## config.mk

```make
export PLATFORM = sky130hd
export DESIGN_NAME = srt_timer
export DESIGN_NICKNAME = d
export VERILOG_FILES = /design/src/srt_pkg.sv /design/src/srt_clk_src.sv /design/src/srt_timer.sv
export SDC_FILE = /design/constraint.sdc
export NUM_CORES = 1
export LEC_CHECK = 0
export BUFFER_PORTS_ARGS = -buffer_cell sky130_fd_sc_hd__buf_2
export CORE_MARGIN = 2
export CORE_UTILIZATION = 51
export DETAILED_ROUTE_END_ITERATION = 8
export PLACE_DENSITY = 0.68
export SETUP_SLACK_MARGIN = 0.1
export SLEW_MARGIN = 30
export SYNTH_ARGS = -nofsm -noshare
export SYNTH_HDL_FRONTEND = slang
export SYNTH_HIERARCHICAL = 1
export SYNTH_SLANG_ARGS = --single-unit
```

## constraint.sdc

```tcl
create_clock -name ref_clk -period 4.03 [get_ports ref_clk]
set_input_delay 0.2015 -clock ref_clk [delete_from_list [all_inputs] [get_ports ref_clk]]
set_output_delay 0.2015 -clock ref_clk [all_outputs]
set_load 0.02 [all_outputs]
```

## src/srt_pkg.sv

```systemverilog
package srt_pkg;

   // ****************************************************************
   // Register addresses
   // ****************************************************************
   localparam logic [7:0] ADDR_TIMER_CONTROL = 8'hC8;
   localparam logic [7:0] ADDR_RELOAD_LOW_BYTE = 8'hCA;
   localparam logic [7:0] ADDR_RELOAD_HIGH_BYTE = 8'hCB;
   localparam logic [7:0] ADDR_COUNT_LOW_BYTE = 8'hCC;
   localparam logic [7:0] ADDR_COUNT_HIGH_BYTE = 8'hCD;

   // ****************************************************************
   // Control register fields
   // ****************************************************************
   localparam int CTRL_HIGH_OVERFLOW = 7;
   localparam int CTRL_LOW_OVERFLOW = 6;
   localparam int CTRL_LOW_IRQ_ENABLE = 5;
   localparam int CTRL_UNUSED_HI = 4;
   localparam int CTRL_SPLIT_MODE = 3;
   localparam int CTRL_RUN = 2;
   localparam int CTRL_UNUSED_LO = 1;
   localparam int CTRL_EXT_CLOCK = 0;

   // ****************************************************************
   // Reset values and counter limits
   // ****************************************************************
   localparam logic [7:0] RESET_BYTE = 8'h00;
   localparam logic [7:0] BYTE_MAX = 8'hFF;
   localparam logic [7:0] BYTE_ONE = 8'h01;
   localparam logic [7:0] READ_UNMAPPED = 8'h00;

   // ****************************************************************
   // Clock source timing
   // ****************************************************************
   localparam int SYS_CLOCK_MHZ = 100;
   localparam int SYS_DIVIDE = 12;
   localparam int EXT_DIVIDE = 8;

endpackage

```

## src/srt_clk_src.sv

```systemverilog
`timescale 1ns/1ns
module srt_clk_src #(
   parameter int SYS_DIV = srt_pkg::SYS_DIVIDE,
   parameter int EXT_DIV = srt_pkg::EXT_DIVIDE
)(
   input wire logic ref_clk,
   input wire logic reset,
   input wire logic ext_osc,
   output logic tick_sys,
   output logic tick_ext
);

   localparam int SW = $clog2(SYS_DIV);
   localparam int EW = $clog2(EXT_DIV);
   localparam logic [SW-1:0] SYS_LAST = SW'(SYS_DIV - 1);
   localparam logic [EW-1:0] EXT_LAST = EW'(EXT_DIV - 1);
   localparam logic [SW-1:0] SYS_ZERO = '0;
   localparam logic [EW-1:0] EXT_ZERO = '0;

   generate
      if (SYS_DIV < 2 || EXT_DIV < 2)
      begin : g_bad_div
         $error("srt_clk_src: dividers must be at least 2");
      end
   endgenerate

   // ****************************************************************
   // System clock divider
   // ****************************************************************
   logic [SW-1:0] sys_cnt_q;

   always_ff @(posedge ref_clk)
   begin
      if (reset)
      begin
         sys_cnt_q <= SYS_ZERO;
         tick_sys <= 1'b0;
      end
      else
      begin
         tick_sys <= (sys_cnt_q == SYS_LAST);
         if (sys_cnt_q == SYS_LAST)
            sys_cnt_q <= SYS_ZERO;
         else
            sys_cnt_q <= sys_cnt_q + SW'(1);
      end
   end

   // ****************************************************************
   // External oscillator synchroniser and divider
   // ****************************************************************
   // Oscillator must not run faster than half ref_clk or edges are lost
   logic sync1_q, sync2_q, sync3_q;
   logic [EW-1:0] ext_cnt_q;
   logic ext_rise;

   always_ff @(posedge ref_clk)
   begin
      if (reset)
      begin
         sync1_q <= 1'b0;
         sync2_q <= 1'b0;
         sync3_q <= 1'b0;
      end
      else
      begin
         sync1_q <= ext_osc;
         sync2_q <= sync1_q;
         sync3_q <= sync2_q;
      end
   end

   assign ext_rise = sync2_q & ~sync3_q;

   always_ff @(posedge ref_clk)
   begin
      if (reset)
      begin
         ext_cnt_q <= EXT_ZERO;
         tick_ext <= 1'b0;
      end
      else
      begin
         tick_ext <= ext_rise && (ext_cnt_q == EXT_LAST);
         if (ext_rise)
         begin
            if (ext_cnt_q == EXT_LAST)
               ext_cnt_q <= EXT_ZERO;
            else
               ext_cnt_q <= ext_cnt_q + EW'(1);
         end
      end
   end

   a_sys_tick_gap: assert property (@(posedge ref_clk)
      disable iff (reset) tick_sys |=> !tick_sys [*8])
      else $error("system divider tick too early");

   a_ext_tick_gap: assert property (@(posedge ref_clk)
      disable iff (reset) tick_ext |=> !tick_ext [*3])
      else $error("external divider tick too early");

endmodule

```

## src/srt_timer.sv

```systemverilog
`timescale 1ns/1ns
// Behaviour
// - Split bit picks 16-bit or dual 8-bit
// - 16-bit wrap reloads both bytes, sets high flag
// - Timer irq enable requests on high overflow
// - Split bytes each reload from own byte
// - Run gates all, or high byte in split
// - Per-byte select: system clock or alternate source
// - External divided clock synchronised to system clock
// - External select picks divide-12 or external/8
// - High byte wrap sets high overflow flag
// - Low byte wrap sets low overflow flag
// - Flags cleared only by software writes
// - Split: low enable requests on either overflow
// - 16-bit: low enable requests on low wrap
// - Control bits 4 and 1 read zero
// - Low count register readable and writable
// - 16-bit uses low byte clock select only
// - High count register readable and writable
module srt_timer #(
   parameter int SYS_DIV = srt_pkg::SYS_DIVIDE,
   parameter int EXT_DIV = srt_pkg::EXT_DIVIDE
)(
   input wire logic ref_clk,
   input wire logic reset,
   input wire logic [7:0] sfr_addr,
   input wire logic sfr_wr,
   input wire logic sfr_rd,
   input wire logic [7:0] sfr_wdata,
   output logic [7:0] sfr_rdata,
   input wire logic low_byte_clock_select,
   input wire logic high_byte_clock_select,
   input wire logic timer_irq_enable,
   input wire logic ext_osc,
   output logic irq_request
);

   // ****************************************************************
   // Register state
   // ****************************************************************
   logic high_overflow_flag_q;
   logic low_overflow_flag_q;
   logic low_byte_irq_enable_q;
   logic split_mode_select_q;
   logic run_control_q;
   logic external_clock_select_q;
   logic [7:0] reload_low_byte_q;
   logic [7:0] reload_high_byte_q;
   logic [7:0] count_low_byte_q;
   logic [7:0] count_high_byte_q;
   logic [7:0] count_low_byte_d;
   logic [7:0] count_high_byte_d;
   logic [7:0] ctrl_view;

   // ****************************************************************
   // Write decode
   // ****************************************************************
   logic wr_ctrl, wr_rl_lo, wr_rl_hi, wr_cnt_lo, wr_cnt_hi;

   assign wr_ctrl = sfr_wr && (sfr_addr == srt_pkg::ADDR_TIMER_CONTROL);
   assign wr_rl_lo = sfr_wr && (sfr_addr == srt_pkg::ADDR_RELOAD_LOW_BYTE);
   assign wr_rl_hi = sfr_wr && (sfr_addr == srt_pkg::ADDR_RELOAD_HIGH_BYTE);
   assign wr_cnt_lo = sfr_wr && (sfr_addr == srt_pkg::ADDR_COUNT_LOW_BYTE);
   assign wr_cnt_hi = sfr_wr && (sfr_addr == srt_pkg::ADDR_COUNT_HIGH_BYTE);

   // ****************************************************************
   // Clock sources
   // ****************************************************************
   logic tick_sys, tick_ext, tick_alt, tick_lo, tick_hi;

   srt_clk_src #(
      .SYS_DIV(SYS_DIV),
      .EXT_DIV(EXT_DIV)
   ) u_clk_src (
      .ref_clk(ref_clk),
      .reset(reset),
      .ext_osc(ext_osc),
      .tick_sys(tick_sys),
      .tick_ext(tick_ext)
   );

   // Alternate source shared by both bytes
   assign tick_alt = external_clock_select_q ? tick_ext
                                             : tick_sys;
   assign tick_lo = low_byte_clock_select ? 1'b1 : tick_alt;
   // High select only matters in split mode
   assign tick_hi = high_byte_clock_select ? 1'b1 : tick_alt;

   // ****************************************************************
   // Count enables, wraps and reloads
   // ****************************************************************
   logic en_lo, en_hi, wrap_lo, wrap_hi, reload_lo, reload_hi;

   // Low byte ignores run control in split mode
   assign en_lo = split_mode_select_q ? tick_lo
                                      : (run_control_q & tick_lo);
   // In 16-bit mode the high byte advances on the low carry
   assign en_hi = split_mode_select_q ? (run_control_q & tick_hi)
      : (en_lo && count_low_byte_q == srt_pkg::BYTE_MAX);
   assign wrap_lo = en_lo && (count_low_byte_q == srt_pkg::BYTE_MAX);
   assign wrap_hi = en_hi && (count_high_byte_q == srt_pkg::BYTE_MAX);
   // Low byte only reloads on its own wrap in split mode
   assign reload_lo = split_mode_select_q ? wrap_lo : wrap_hi;
   assign reload_hi = wrap_hi;

   // ****************************************************************
   // Counters
   // ****************************************************************
   // A software write beats a count in the same cycle
   always_comb
   begin
      count_low_byte_d = count_low_byte_q;
      if (wr_cnt_lo)
         count_low_byte_d = sfr_wdata;
      else if (reload_lo)
         count_low_byte_d = reload_low_byte_q;
      else if (en_lo)
         count_low_byte_d = count_low_byte_q + srt_pkg::BYTE_ONE;
   end

   always_comb
   begin
      count_high_byte_d = count_high_byte_q;
      if (wr_cnt_hi)
         count_high_byte_d = sfr_wdata;
      else if (reload_hi)
         count_high_byte_d = reload_high_byte_q;
      else if (en_hi)
         count_high_byte_d = count_high_byte_q + srt_pkg::BYTE_ONE;
   end

   always_ff @(posedge ref_clk)
   begin
      if (reset)
         count_low_byte_q <= srt_pkg::RESET_BYTE;
      else
         count_low_byte_q <= count_low_byte_d;
   end

   always_ff @(posedge ref_clk)
   begin
      if (reset)
         count_high_byte_q <= srt_pkg::RESET_BYTE;
      else
         count_high_byte_q <= count_high_byte_d;
   end

   // ****************************************************************
   // Reload registers
   // ****************************************************************
   always_ff @(posedge ref_clk)
   begin
      if (reset)
      begin
         reload_low_byte_q <= srt_pkg::RESET_BYTE;
         reload_high_byte_q <= srt_pkg::RESET_BYTE;
      end
      else
      begin
         if (wr_rl_lo)
            reload_low_byte_q <= sfr_wdata;
         if (wr_rl_hi)
            reload_high_byte_q <= sfr_wdata;
      end
   end

   // ****************************************************************
   // Control register
   // ****************************************************************
   // Bits 4 and 1 have no storage, so writes to them vanish
   always_ff @(posedge ref_clk)
   begin
      if (reset)
      begin
         low_byte_irq_enable_q <= 1'b0;
         split_mode_select_q <= 1'b0;
         run_control_q <= 1'b0;
         external_clock_select_q <= 1'b0;
      end
      else if (wr_ctrl)
      begin
         low_byte_irq_enable_q <= sfr_wdata[srt_pkg::CTRL_LOW_IRQ_ENABLE];
         split_mode_select_q <= sfr_wdata[srt_pkg::CTRL_SPLIT_MODE];
         run_control_q <= sfr_wdata[srt_pkg::CTRL_RUN];
         external_clock_select_q <= sfr_wdata[srt_pkg::CTRL_EXT_CLOCK];
      end
   end

   // Hardware only sets; an overflow in the clearing cycle still lands
   always_ff @(posedge ref_clk)
   begin
      if (reset)
         high_overflow_flag_q <= 1'b0;
      else if (wrap_hi)
         high_overflow_flag_q <= 1'b1;
      else if (wr_ctrl)
         high_overflow_flag_q <=
            sfr_wdata[srt_pkg::CTRL_HIGH_OVERFLOW];
   end

   always_ff @(posedge ref_clk)
   begin
      if (reset)
         low_overflow_flag_q <= 1'b0;
      else if (wrap_lo)
         low_overflow_flag_q <= 1'b1;
      else if (wr_ctrl)
         low_overflow_flag_q <=
            sfr_wdata[srt_pkg::CTRL_LOW_OVERFLOW];
   end

   always_comb
   begin
      ctrl_view = srt_pkg::RESET_BYTE;
      ctrl_view[srt_pkg::CTRL_HIGH_OVERFLOW] = high_overflow_flag_q;
      ctrl_view[srt_pkg::CTRL_LOW_OVERFLOW] = low_overflow_flag_q;
      ctrl_view[srt_pkg::CTRL_LOW_IRQ_ENABLE] = low_byte_irq_enable_q;
      ctrl_view[srt_pkg::CTRL_SPLIT_MODE] = split_mode_select_q;
      ctrl_view[srt_pkg::CTRL_RUN] = run_control_q;
      ctrl_view[srt_pkg::CTRL_EXT_CLOCK] = external_clock_select_q;
      ctrl_view[srt_pkg::CTRL_UNUSED_HI] = 1'b0;
      ctrl_view[srt_pkg::CTRL_UNUSED_LO] = 1'b0;
   end

   // ****************************************************************
   // Read port
   // ****************************************************************
   // Read data is registered, one cycle after the strobe
   always_ff @(posedge ref_clk)
   begin
      if (reset)
         sfr_rdata <= srt_pkg::RESET_BYTE;
      else if (sfr_rd)
      begin
         case (sfr_addr)
            srt_pkg::ADDR_TIMER_CONTROL: sfr_rdata <= ctrl_view;
            srt_pkg::ADDR_RELOAD_LOW_BYTE: sfr_rdata <= reload_low_byte_q;
            srt_pkg::ADDR_RELOAD_HIGH_BYTE: sfr_rdata <= reload_high_byte_q;
            srt_pkg::ADDR_COUNT_LOW_BYTE: sfr_rdata <= count_low_byte_q;
            srt_pkg::ADDR_COUNT_HIGH_BYTE: sfr_rdata <= count_high_byte_q;
            default: sfr_rdata <= srt_pkg::READ_UNMAPPED;
         endcase
      end
   end

   // ****************************************************************
   // Interrupt request
   // ****************************************************************
   // Level request; it stays up until software clears the flags
   assign irq_request = timer_irq_enable & (high_overflow_flag_q
      | (low_byte_irq_enable_q & low_overflow_flag_q));

   // ****************************************************************
   // Checks
   // ****************************************************************
   a_hi_flag_set: assert property (@(posedge ref_clk)
      disable iff (reset) wrap_hi |=> high_overflow_flag_q)
      else $error("high overflow flag missed");

   a_lo_flag_set: assert property (@(posedge ref_clk)
      disable iff (reset) wrap_lo |=> low_overflow_flag_q)
      else $error("low overflow flag missed");

   a_flag_sticky: assert property (@(posedge ref_clk)
      disable iff (reset)
      (high_overflow_flag_q && !wr_ctrl) |=> high_overflow_flag_q)
      else $error("high flag cleared without a write");

   a_lo_sticky: assert property (@(posedge ref_clk)
      disable iff (reset)
      (low_overflow_flag_q && !wr_ctrl) |=> low_overflow_flag_q)
      else $error("low flag cleared without a write");

   a_full_reload: assert property (@(posedge ref_clk)
      disable iff (reset)
      (!split_mode_select_q && run_control_q && tick_lo
       && count_low_byte_q == srt_pkg::BYTE_MAX
       && count_high_byte_q == srt_pkg::BYTE_MAX
       && !wr_cnt_lo && !wr_cnt_hi)
      |=> (count_low_byte_q == $past(reload_low_byte_q)
           && count_high_byte_q == $past(reload_high_byte_q)
           && high_overflow_flag_q))
      else $error("16-bit overflow did not reload");

   a_split_lo_reload: assert property (@(posedge ref_clk)
      disable iff (reset)
      (split_mode_select_q && tick_lo && !wr_cnt_lo
       && count_low_byte_q == srt_pkg::BYTE_MAX)
      |=> count_low_byte_q == $past(reload_low_byte_q))
      else $error("split low byte did not reload");

   a_split_lo_free: assert property (@(posedge ref_clk)
      disable iff (reset)
      (split_mode_select_q && !run_control_q && low_byte_clock_select
       && !wr_cnt_lo && count_low_byte_q != srt_pkg::BYTE_MAX)
      |=> count_low_byte_q == $past(count_low_byte_q) + srt_pkg::BYTE_ONE)
      else $error("split low byte stalled");

   a_hi_stopped: assert property (@(posedge ref_clk)
      disable iff (reset)
      (!run_control_q && !wr_cnt_hi) |=> $stable(count_high_byte_q))
      else $error("high byte moved while stopped");

   a_carry_16: assert property (@(posedge ref_clk)
      disable iff (reset)
      (!split_mode_select_q && run_control_q && low_byte_clock_select
       && !wr_cnt_hi && count_high_byte_q != srt_pkg::BYTE_MAX
       && count_low_byte_q == srt_pkg::BYTE_MAX)
      |=> count_high_byte_q == $past(count_high_byte_q) + srt_pkg::BYTE_ONE)
      else $error("carry into high byte lost");

   a_unused_zero: assert property (@(posedge ref_clk)
      disable iff (reset)
      (sfr_rd && sfr_addr == srt_pkg::ADDR_TIMER_CONTROL)
      |=> (sfr_rdata[srt_pkg::CTRL_UNUSED_HI] == 1'b0
           && sfr_rdata[srt_pkg::CTRL_UNUSED_LO] == 1'b0))
      else $error("unused control bits read non-zero");

   a_irq_low_src: assert property (@(posedge ref_clk)
      disable iff (reset)
      (wrap_lo && timer_irq_enable && low_byte_irq_enable_q
       && !wr_ctrl) |=> irq_request)
      else $error("low wrap gave no request");

   a_irq_high_src: assert property (@(posedge ref_clk)
      disable iff (reset)
      (wrap_hi && timer_irq_enable) |=> irq_request)
      else $error("high wrap gave no request");

   a_cnt_write: assert property (@(posedge ref_clk)
      disable iff (reset)
      wr_cnt_lo |=> count_low_byte_q == $past(sfr_wdata))
      else $error("low count write lost");

endmodule

```

==> flow_summary_export.csv, run 1 <==
group,metric,value,unit
placed_design,place_hpwl,5.713,mm
clock_network,clockBufferDepth,2,
timing,hold_violations,0,
placed_design,gp_congestion,0.8938,
die,initial_core_util,52.64,%
power_and_ir_drop,power_density,362.8,mW/mm2
synth,synth_fp_nets,353,
synth,synth_seq_area_share,37.48,%
grt,track_usage,25.47,%
synth,netlist_area,0.003098,mm2
grt,grt_pass1_vias,2457,
synth,netlist_top_cells_count,"dfxtp_1, nor2_1, mux2i_1",
drt,drc,0,
drt,routed-via-count,2635,
placed_design,io_buffer_count,32,
worst_setup_path,critical_path.cell_chain,"ha_1 > and4_4 > nand4_4 > o31ai_4 > a21boi_0 > o221a_2",
synth,synthCells,324,
worst_setup_path,critical_path_required,4260,ps
drt,drt-vias-per-instance,6.044,
worst_setup_path,max_stage_delay,440,ps
clock_network,clk_latency,340,ps
grt,grt_pass1_wl,12.43,mm
clock_network,cts_hold_buffers,0,
timing,setup_viol,0,
layout,final_nets,385,
worst_setup_path,critPathCaptureType,"flip-flop",
clock_network,cts_sinks,58,
clock_network,cts_buffers,9,
timing,fin_setup_tns,0,ps
layout,syn_to_final_growth,14.22,%
layout,num_antenna_cells,0,
drt,wl_met3,482,um
power_and_ir_drop,peakVddDrop,0.1697,mV
drt,routed_wl,7.766,mm
worst_setup_path,start_kind,"flip-flop",
synth,synthArstFlopShare,0,%
die,die_x,81.94,um
worst_setup_path,cp_slowest_cell,"o31ai_4",
layout,drive_gt1_share,23.82,%
grt,grt_overflow,0,
outcome,status,"finished, final reports clean",
timing,maxSlewHeadroom,45.31,%
timing,fin_crit_sh,50.86,%
drt,dr.pass1.iters,5,
clock_network,cts_tree,"built",
die,die-area,0.006714,mm2
worst_setup_path,cp_data_arrival_time,2280,ps
drt,wl_per_cell,17.81,um
synth,ys_ff_latch,58,
clock_network,ctsResizeCount,0,
grt,antenna_found_initial,0,
clock_network,clkTransAtPathRegs,70,ps
clock_network,htreeDepth,3,
timing,skew,6.549,ps
synth,synth_top_area_share,37.48,%
grt,grt_max_degree,29,
timing,period_needed,2050,ps
die,placementRows,28,
layout,final_cells,436,
die,core_area,0.005886,mm2
synth,synthMostInstantiatedCell,"dfxtp_1",
synth,yosysUniqueCellTypes,66,
clock_network,clockRootBuffer,"clkbuf_8",
placed_design,dp.cells,420,
drt,drtIter0Drc,185,
synth,synth_top_area_cell,"dfxtp_1",
drt,met1Wirelength,3.529,mm
drt,topRoutingLayerUsed,"met4",
synth,synth_edf_count,0,
die,ios,33,
drt,antenna_left,0,
synth,yosysWarningCount,6,
timing,slew_viol_final,0,
synth,synth_ff_type,"dfxtp_1",
timing,fmax,0.4879,GHz
flow_run,max_cap_viol_count,0,
clock_network,cts_setup_buffers,0,
drt,wl_met2,3.586,mm
worst_setup_path,path_class,"flip-flop to flip-flop",
timing,worstMarginPinSlew,814.3,ps
timing,rsz0062_at_grt,"no",
synth,synth_area_per_cell,9.562,um2
worst_hold_path,hp-class,"input pin to flip-flop",
worst_setup_path,crit_fanout,9,
die,die_y,81.94,um
synth,yosys-top-cells-area,"dfxtp_1, mux2i_1, nor2_1",
power_and_ir_drop,p_leak,1.353,nW
==> worst max-delay path: cells and delay by family, from the launching register on <==
family                   cells  cell delay, ps
AO/OA/AOI/OAI                3             870
AND/OR/NAND/NOR              2             440
flip-flops                   1             420
adder cells (fa/ha/maj)      1             220
==> final cells by class <==
type | instances | area, um2
Sequential cell | 58 | 1161
Inverter | 2 | 7.507
Tap cell | 75 | 93.84
Clock inverter | 4 | 72.57
Clock buffer | 12 | 165.2
Timing Repair Buffer | 33 | 167.7
Multi-Input combinational cell | 252 | 1871
Fill cell | 533 | 2347
==> stage by stage <==
stage / hold WS (ps) / cell area, um2 / utilization, % / power, mW / worst slack [ps]
floorplan: 280.9 / 3098 / - / 0.6392 / 2208
global placement: 415.1 / 3301 / 56.08 / 0.6701 / 1976
detailed placement: 423.1 / 3301 / 56.08 / 0.6717 / 1967
CTS: 82.41 / 3538 / 60.12 / 1.296 / 1994
global route: 96.79 / 3538 / 60.12 / 1.331 / 1867
finish: 92.77 / 3538 / 60.12 / 1.284 / 1980
==> flip-flops by register name (all words and copies together) (netlist names), 3 cells and up <==
signal / count
reload_high_byte_q: 8
count_high_byte_q: 8
count_low_byte_q: 8
u_clk_src/ext_cnt_q: 3
u_clk_src/sys_cnt_q: 4
reload_low_byte_q: 8
sfr_rdata: 8
==> metal layers <==
metal  up-vias  GRT usage, %
li1       1288             -
met1      1221         33.15
met2       109         39.67
met3        17         5.275
met4         0         13.17
met5         -             0
==> power by group <==
part	internal (mW)	leakage (nW)	switching [mW]
logic	0.0267	0.765	0.0458
registers	0.581	0.469	0.00483
clock network	0.397	0.119	0.228
==> path summary, 6_finish.rpt <==
check | end | start | cells after the start | slack (ps)
setup / recovery | count_high_byte_q[0]$_SDFFE_PP0P_ | count_low_byte_q[0]$_SDFFE_PP0P_ | 6 | 1980
hold reg to reg | u_clk_src/sync2_q$_SDFF_PP0_ | u_clk_src/sync1_q$_SDFF_PP0_ | 1 | 440
setup reg to reg | count_high_byte_q[0]$_SDFFE_PP0P_ | count_low_byte_q[0]$_SDFFE_PP0P_ | 6 | 1980
hold / removal | u_clk_src/sync1_q$_SDFF_PP0_ | ext_osc | 2 | 90
==> layout by cell type, fill, tap and decap left out, types with 5 or more instances in the layout <==
master	count
dfxtp_1	58
nor2_1	48
mux2i_1	33
buf_2	32
nand2_1	15
mux2_2	14
a211oi_1	13
a21oi_1	12
clkbuf_8	12
nand3_1	9
nor3_1	8
nor2b_1	6
nand2b_1	6
o22ai_1	6
a222oi_1	5
xnor2_1	5
ha_1	5
==> logic make-up after synthesis <==
family / after synthesis / synth area share, %
simple gates: 129 / 24.72
compound gates: 66 / 16.48
flops: 58 / 37.48
mux: 47 / 15.75
buf+inv: 14 / 2.141
xor+xnor: 5 / 1.414
fa+ha+maj: 5 / 2.019
No activity file was read; power rests on OpenSTA's default activity.
==> run 2: changes to the inputs <==
Clock period 4.03 ns to 2 ns, I/O delays scaled along.
==> flow_summary_export.csv, run 2 (synthesized netlist as in run 1, its figures left out) <==
group,metric,value,unit
drt,drc,0,
die,die-area,0.006714,mm2
grt,grt_pass1_wl,12.68,mm
timing,skew,6.775,ps
clock_network,clockBufferDepth,2,
layout,syn_to_final_growth,21.00,%
power_and_ir_drop,p_leak,1.450,nW
worst_setup_path,regToRegSetupSlack,120,ps
clock_network,clockRootBuffer,"clkbuf_8",
placed_design,place_hpwl,6.005,mm
clock_network,clkTransAtPathRegs,70,ps
worst_setup_path,crit_fanout,7,
timing,rsz0062_at_grt,"yes",
die,die_x,81.94,um
drt,routed_wl,8.366,mm
timing,maxSlewHeadroom,65.79,%
timing,slew_viol_final,0,
drt,dr.pass1.iters,5,
layout,num_antenna_cells,0,
placed_design,io_buffer_count,32,
timing,period_needed,1875,ps
die,initial_core_util,52.64,%
worst_setup_path,r2r_start,"count_low_byte_q[0]$_SDFFE_PP0P_",
placed_design,gp_congestion,0.9414,
grt,grt_max_degree,25,
flow_run,max_cap_viol_count,0,
drt,wl_per_cell,18.15,um
layout,drive_gt1_share,30.57,%
grt,grt_overflow,0,
worst_setup_path,critPathCaptureType,"flip-flop",
die,placementRows,28,
layout,final_cell_mix,"dfxtp_1, nor2_1, mux2i_1",
grt,track_usage,25.92,%
worst_setup_path,path_class,"flip-flop to flip-flop",
placed_design,dpl_worst_slack,96.62,ps
worst_hold_path,hp-class,"input pin to flip-flop",
drt,routed-via-count,2751,
layout,final_area,0.003749,mm2
die,die_y,81.94,um
worst_setup_path,r2r_end,"count_high_byte_q[5]$_SDFFE_PP0P_",
worst_setup_path,critical_path_required,2270,ps
clock_network,cts_sinks,58,
drt,antenna_left,0,
worst_hold_path,min_from,"sfr_wdata[1]",
outcome,status,"finished, final reports clean",
clock_network,cts_buffers,9,
grt,grt_pass1_vias,2444,
timing,hold_slack,27.80,ps
timing,hold_violations,0,
power_and_ir_drop,finalPower,2.445,mW
drt,drtIter0Drc,196,
power_and_ir_drop,peakVddDrop,0.4589,mV
worst_setup_path,reg2regPathDepth,6,
drt,drt-vias-per-instance,5.967,
timing,setup_viol,0,
layout,post-route-util,63.69,%
placed_design,placed_cell_area,0.003428,mm2
die,core_area,0.005886,mm2
clock_network,htreeDepth,3,
worst_hold_path,whs_path_depth,3,
layout,final_nets,410,
layout,layout_commonest_cell,"dfxtp_1",
layout,final_cells,461,
clock_network,clk_latency,340,ps
die,ios,33,
power_and_ir_drop,power_density,652.1,mW/mm2
worst_setup_path,start_kind,"flip-flop",
timing,fin_setup_tns,0,ps
grt,antenna_found_initial,0,
timing,final.setup.worst_slack,124.9,ps
timing,fmax,0.5333,GHz
timing,fin_crit_sh,93.75,%
timing,worstMarginPinSlew,511.6,ps
worst_setup_path,cp_data_arrival_time,2150,ps
clock_network,cts_tree,"built",
placed_design,dp.cells,437,
worst_hold_path,whs_endpoint,"reload_low_byte_q[1]$_SDFFE_PP0P_",
-- run 2: cell count changes in the layout (fill, tap and decap cells not counted), sizes merged --
cell	delta
clkinvlp	+2
bufinv	-1
clkbuf	-2
buf	+24
dlygate4sd3	+1
clkinv	+1
-- run 2: what timing repair did --
| item | CTS | global route |
|---|---|---|
| pin swaps | 1 | 4 |
| hold endpoints to repair | 1 | 0 |
| resized for setup | 1 | 13 |
| hold buffers | 1 | 0 |
| setup buffers | 2 | 5 |
| endpoints found under the setup margin | 2 | 14 |
-- run 2: how the worst max path moves through the flow --
stage	endpoint	start	cells after the start
global placement	count_high_byte_q[6]$_SDFFE_PP0P_	count_low_byte_q[0]$_SDFFE_PP0P_	6
global route	count_high_byte_q[5]$_SDFFE_PP0P_	count_low_byte_q[0]$_SDFFE_PP0P_	6
CTS	count_high_byte_q[6]$_SDFFE_PP0P_	count_low_byte_q[0]$_SDFFE_PP0P_	6
finish	count_high_byte_q[5]$_SDFFE_PP0P_	count_low_byte_q[0]$_SDFFE_PP0P_	6
detailed placement	count_high_byte_q[6]$_SDFFE_PP0P_	count_low_byte_q[0]$_SDFFE_PP0P_	6
floorplan	count_high_byte_q[6]$_SDFFE_PP0P_	count_low_byte_q[0]$_SDFFE_PP0P_	6
-- run 2: area by class of cell --
class / count / area, um2
fill: 487 / 2137
multi-input combinational: 252 / 1913
sequential: 58 / 1165
timing repair buffer: 58 / 365.4
clock buffer: 10 / 137.6
tap: 75 / 93.84
clock inverter: 6 / 66.31
inverter: 2 / 7.507
-- run 2: routing by layer --
metal / part of all wire, % / GRT usage (%) / wire, um
met4: 2.2 / 11.00 / 183
met1: 44 / 34.19 / 3709
met3: 7.2 / 6.374 / 606
met2: 46 / 40.24 / 3866
met5: 0 / 0 / 0
-- run 2: critical path: stages, from the launching register on --
cell and delay [ps]:
dfxtp_2 360, ha_4 140, and4_4 250, nand4_4 160
o31a_1 450, a211o_1 270, a211oi_2 160
-- run 2: where the power goes --
part	internal (mW)	switching [mW]	leakage, nW
clock network	0.608	0.501	0.0945
logic	0.0597	0.0966	0.885
registers	1.17	0.00916	0.471
total	1.84	0.607	1.45
==> run 3: changes to the inputs <==
Settings changed: PLACE_DENSITY 0.68 to 0.72, SLEW_MARGIN 30 to default.
==> flow_summary_export.csv, run 3 (synthesized netlist as in run 1, its figures left out) <==
group,metric,value,unit
outcome,status,"finished, final reports clean",
worst_setup_path,critical_path_required,2260,ps
layout,final_cell_mix,"dfxtp_1, nor2_1, mux2i_1",
clock_network,clkTransAtPathRegs,60,ps
layout,layout_commonest_cell,"dfxtp_1",
timing,fin_crit_sh,94.48,%
die,ios,33,
drt,routed-via-count,2776,
drt,antenna_left,0,
worst_setup_path,critPathCaptureType,"flip-flop",
clock_network,htreeDepth,3,
timing,setup_viol,0,
timing,hold_violations,0,
grt,grt_overflow,0,
clock_network,cts_sinks,58,
clock_network,clk_latency,340,ps
grt,grt_pass1_wl,12.80,mm
drt,drtIter0Drc,245,
timing,slew_viol_final,0,
power_and_ir_drop,finalPower,2.243,mW
die,die_x,81.94,um
clock_network,clockBufferDepth,2,
drt,drt-vias-per-instance,6.061,
layout,num_antenna_cells,0,
power_and_ir_drop,p_int,1.693,mW
grt,track_usage,25.53,%
placed_design,gp_congestion,0.9059,
layout,multi_input_area,0.001903,mm2
die,die_y,81.94,um
power_and_ir_drop,p_sw,550.2,uW
clock_network,cts_tree,"built",
worst_hold_path,hp-class,"input pin to flip-flop",
flow_run,max_cap_viol_count,0,
layout,final_nets,409,
timing,rsz0062_at_grt,"yes",
layout,drive_gt1_share,29.77,%
placed_design,placed_cell_area,0.003406,mm2
layout,regArea,0.001165,mm2
power_and_ir_drop,pwr-share-seq,52.6,%
layout,fillers,489,
drt,routed_wl,8.593,mm
die,placementRows,28,
placed_design,place_hpwl,5.827,mm
worst_setup_path,crit_fanout,7,
drt,dr.pass1.iters,7,
die,die-area,0.006714,mm2
layout,syn_to_final_growth,18.98,%
power_and_ir_drop,clockPowerShare,40.5,%
timing,period_needed,1890,ps
power_and_ir_drop,p_sw_share,24.53,%
grt,grt_pass1_vias,2548,
power_and_ir_drop,power_density,608.6,mW/mm2
power_and_ir_drop,combPwrFrac,6.9,%
timing,worstMarginPinSlew,556.6,ps
timing,skew,9.255,ps
worst_setup_path,path_class,"flip-flop to flip-flop",
layout,final_area,0.003686,mm2
drt,drc,0,
timing,maxSlewHeadroom,62.89,%
timing,fmax,0.5292,GHz
clock_network,cts_buffers,9,
grt,grt_max_degree,52,
worst_setup_path,start_kind,"flip-flop",
power_and_ir_drop,p_leak,1.434,nW
grt,antenna_found_initial,0,
clock_network,clockRootBuffer,"clkbuf_8",
die,core_area,0.005886,mm2
drt,wl_per_cell,18.76,um
worst_setup_path,cp_data_arrival_time,2150,ps
power_and_ir_drop,peakVddDrop,0.3805,mV
timing,fin_setup_tns,0,ps
placed_design,io_buffer_count,32,
die,initial_core_util,52.64,%
-- run 3: cell count changes in the layout (fill, tap and decap cells not counted) --
cell        delta
buf_4          -1
clkinv_2       +1
clkinv_4       -1
clkbuf_1       +1
ha_4           -1
clkinvlp_4     -2
bufinv_16      -1
ha_2           +1
-- run 3: worst paths after layout --
check / slack, ps / end / cells past startpoint / from
setup / recovery: 110 / count_high_byte_q[5]$_SDFFE_PP0P_ / 6 / count_low_byte_q[0]$_SDFFE_PP0P_
hold / removal: 40 / reload_high_byte_q[1]$_SDFFE_PP0P_ / 3 / sfr_wdata[1]
setup reg to reg: 110 / count_high_byte_q[5]$_SDFFE_PP0P_ / 6 / count_low_byte_q[0]$_SDFFE_PP0P_
hold reg to reg: 440 / u_clk_src/sync2_q$_SDFF_PP0_ / 1 / u_clk_src/sync1_q$_SDFF_PP0_
-- run 3: routing by layer --
metal / global-route usage, % / wire, um
met1: 33.40 / 3870
met2: 39.11 / 3834
met3: 6.484 / 704
met4: 12.33 / 183
met5: 0 / 0
-- run 3: cell type report --
| cell class | count | area share [%] |
|---|---|---|
| Timing Repair Buffer | 57 | 9.708 |
| Clock inverter | 3 | 0.4752 |
| Clock buffer | 11 | 3.836 |
| Inverter | 2 | 0.2037 |
| Sequential cell | 58 | 31.60 |
| Multi-Input combinational cell | 252 | 51.63 |
| Tap cell | 75 | 2.546 |
-- run 3: worst max-delay path, cell delays in order, from the launching register on --
cell      delay (ps)
dfxtp_2          330
ha_2             180
and4_4           240
nand4_4          170
o31a_1           400
a211o_1          320
a211oi_2         170
-- run 3: power by group through the flow --
stage	registers, mW	clock network (mW)	logic (mW)
floorplan	1.21	0	0.0761
global placement	1.21	0	0.147
detailed placement	1.21	0	0.151
CTS	1.18	0.915	0.153
global route	1.18	0.968	0.166
finish	1.18	0.909	0.154
-- run 3: what timing repair did --
item / in CTS / in global routing
resized for setup: 5 / 8
endpoints found under the setup margin: 6 / 14
hold buffers: 1 / 0
pin swaps: 5 / 5
buffers inserted: 3 / 6
endpoints found under the hold margin: 1 / 0
-- run 3: metrics by stage --
| step | setup slack, ps | utilization (%) | hold slack, ps | cells |
|---|---|---|---|---|
| final | 110.3 | 62.63 | 44.93 | 458 |
| after global routing | 32.25 | 62.63 | 72.48 | 458 |
| after CTS | 96.38 | 61.31 | 49.24 | 452 |
| after detailed placement | 84.52 | 57.87 | 319.7 | 434 |
| after global placement | 158.3 | 57.87 | 310.5 | 434 |
| after floorplan | 178.2 | - | 179.4 | 324 |
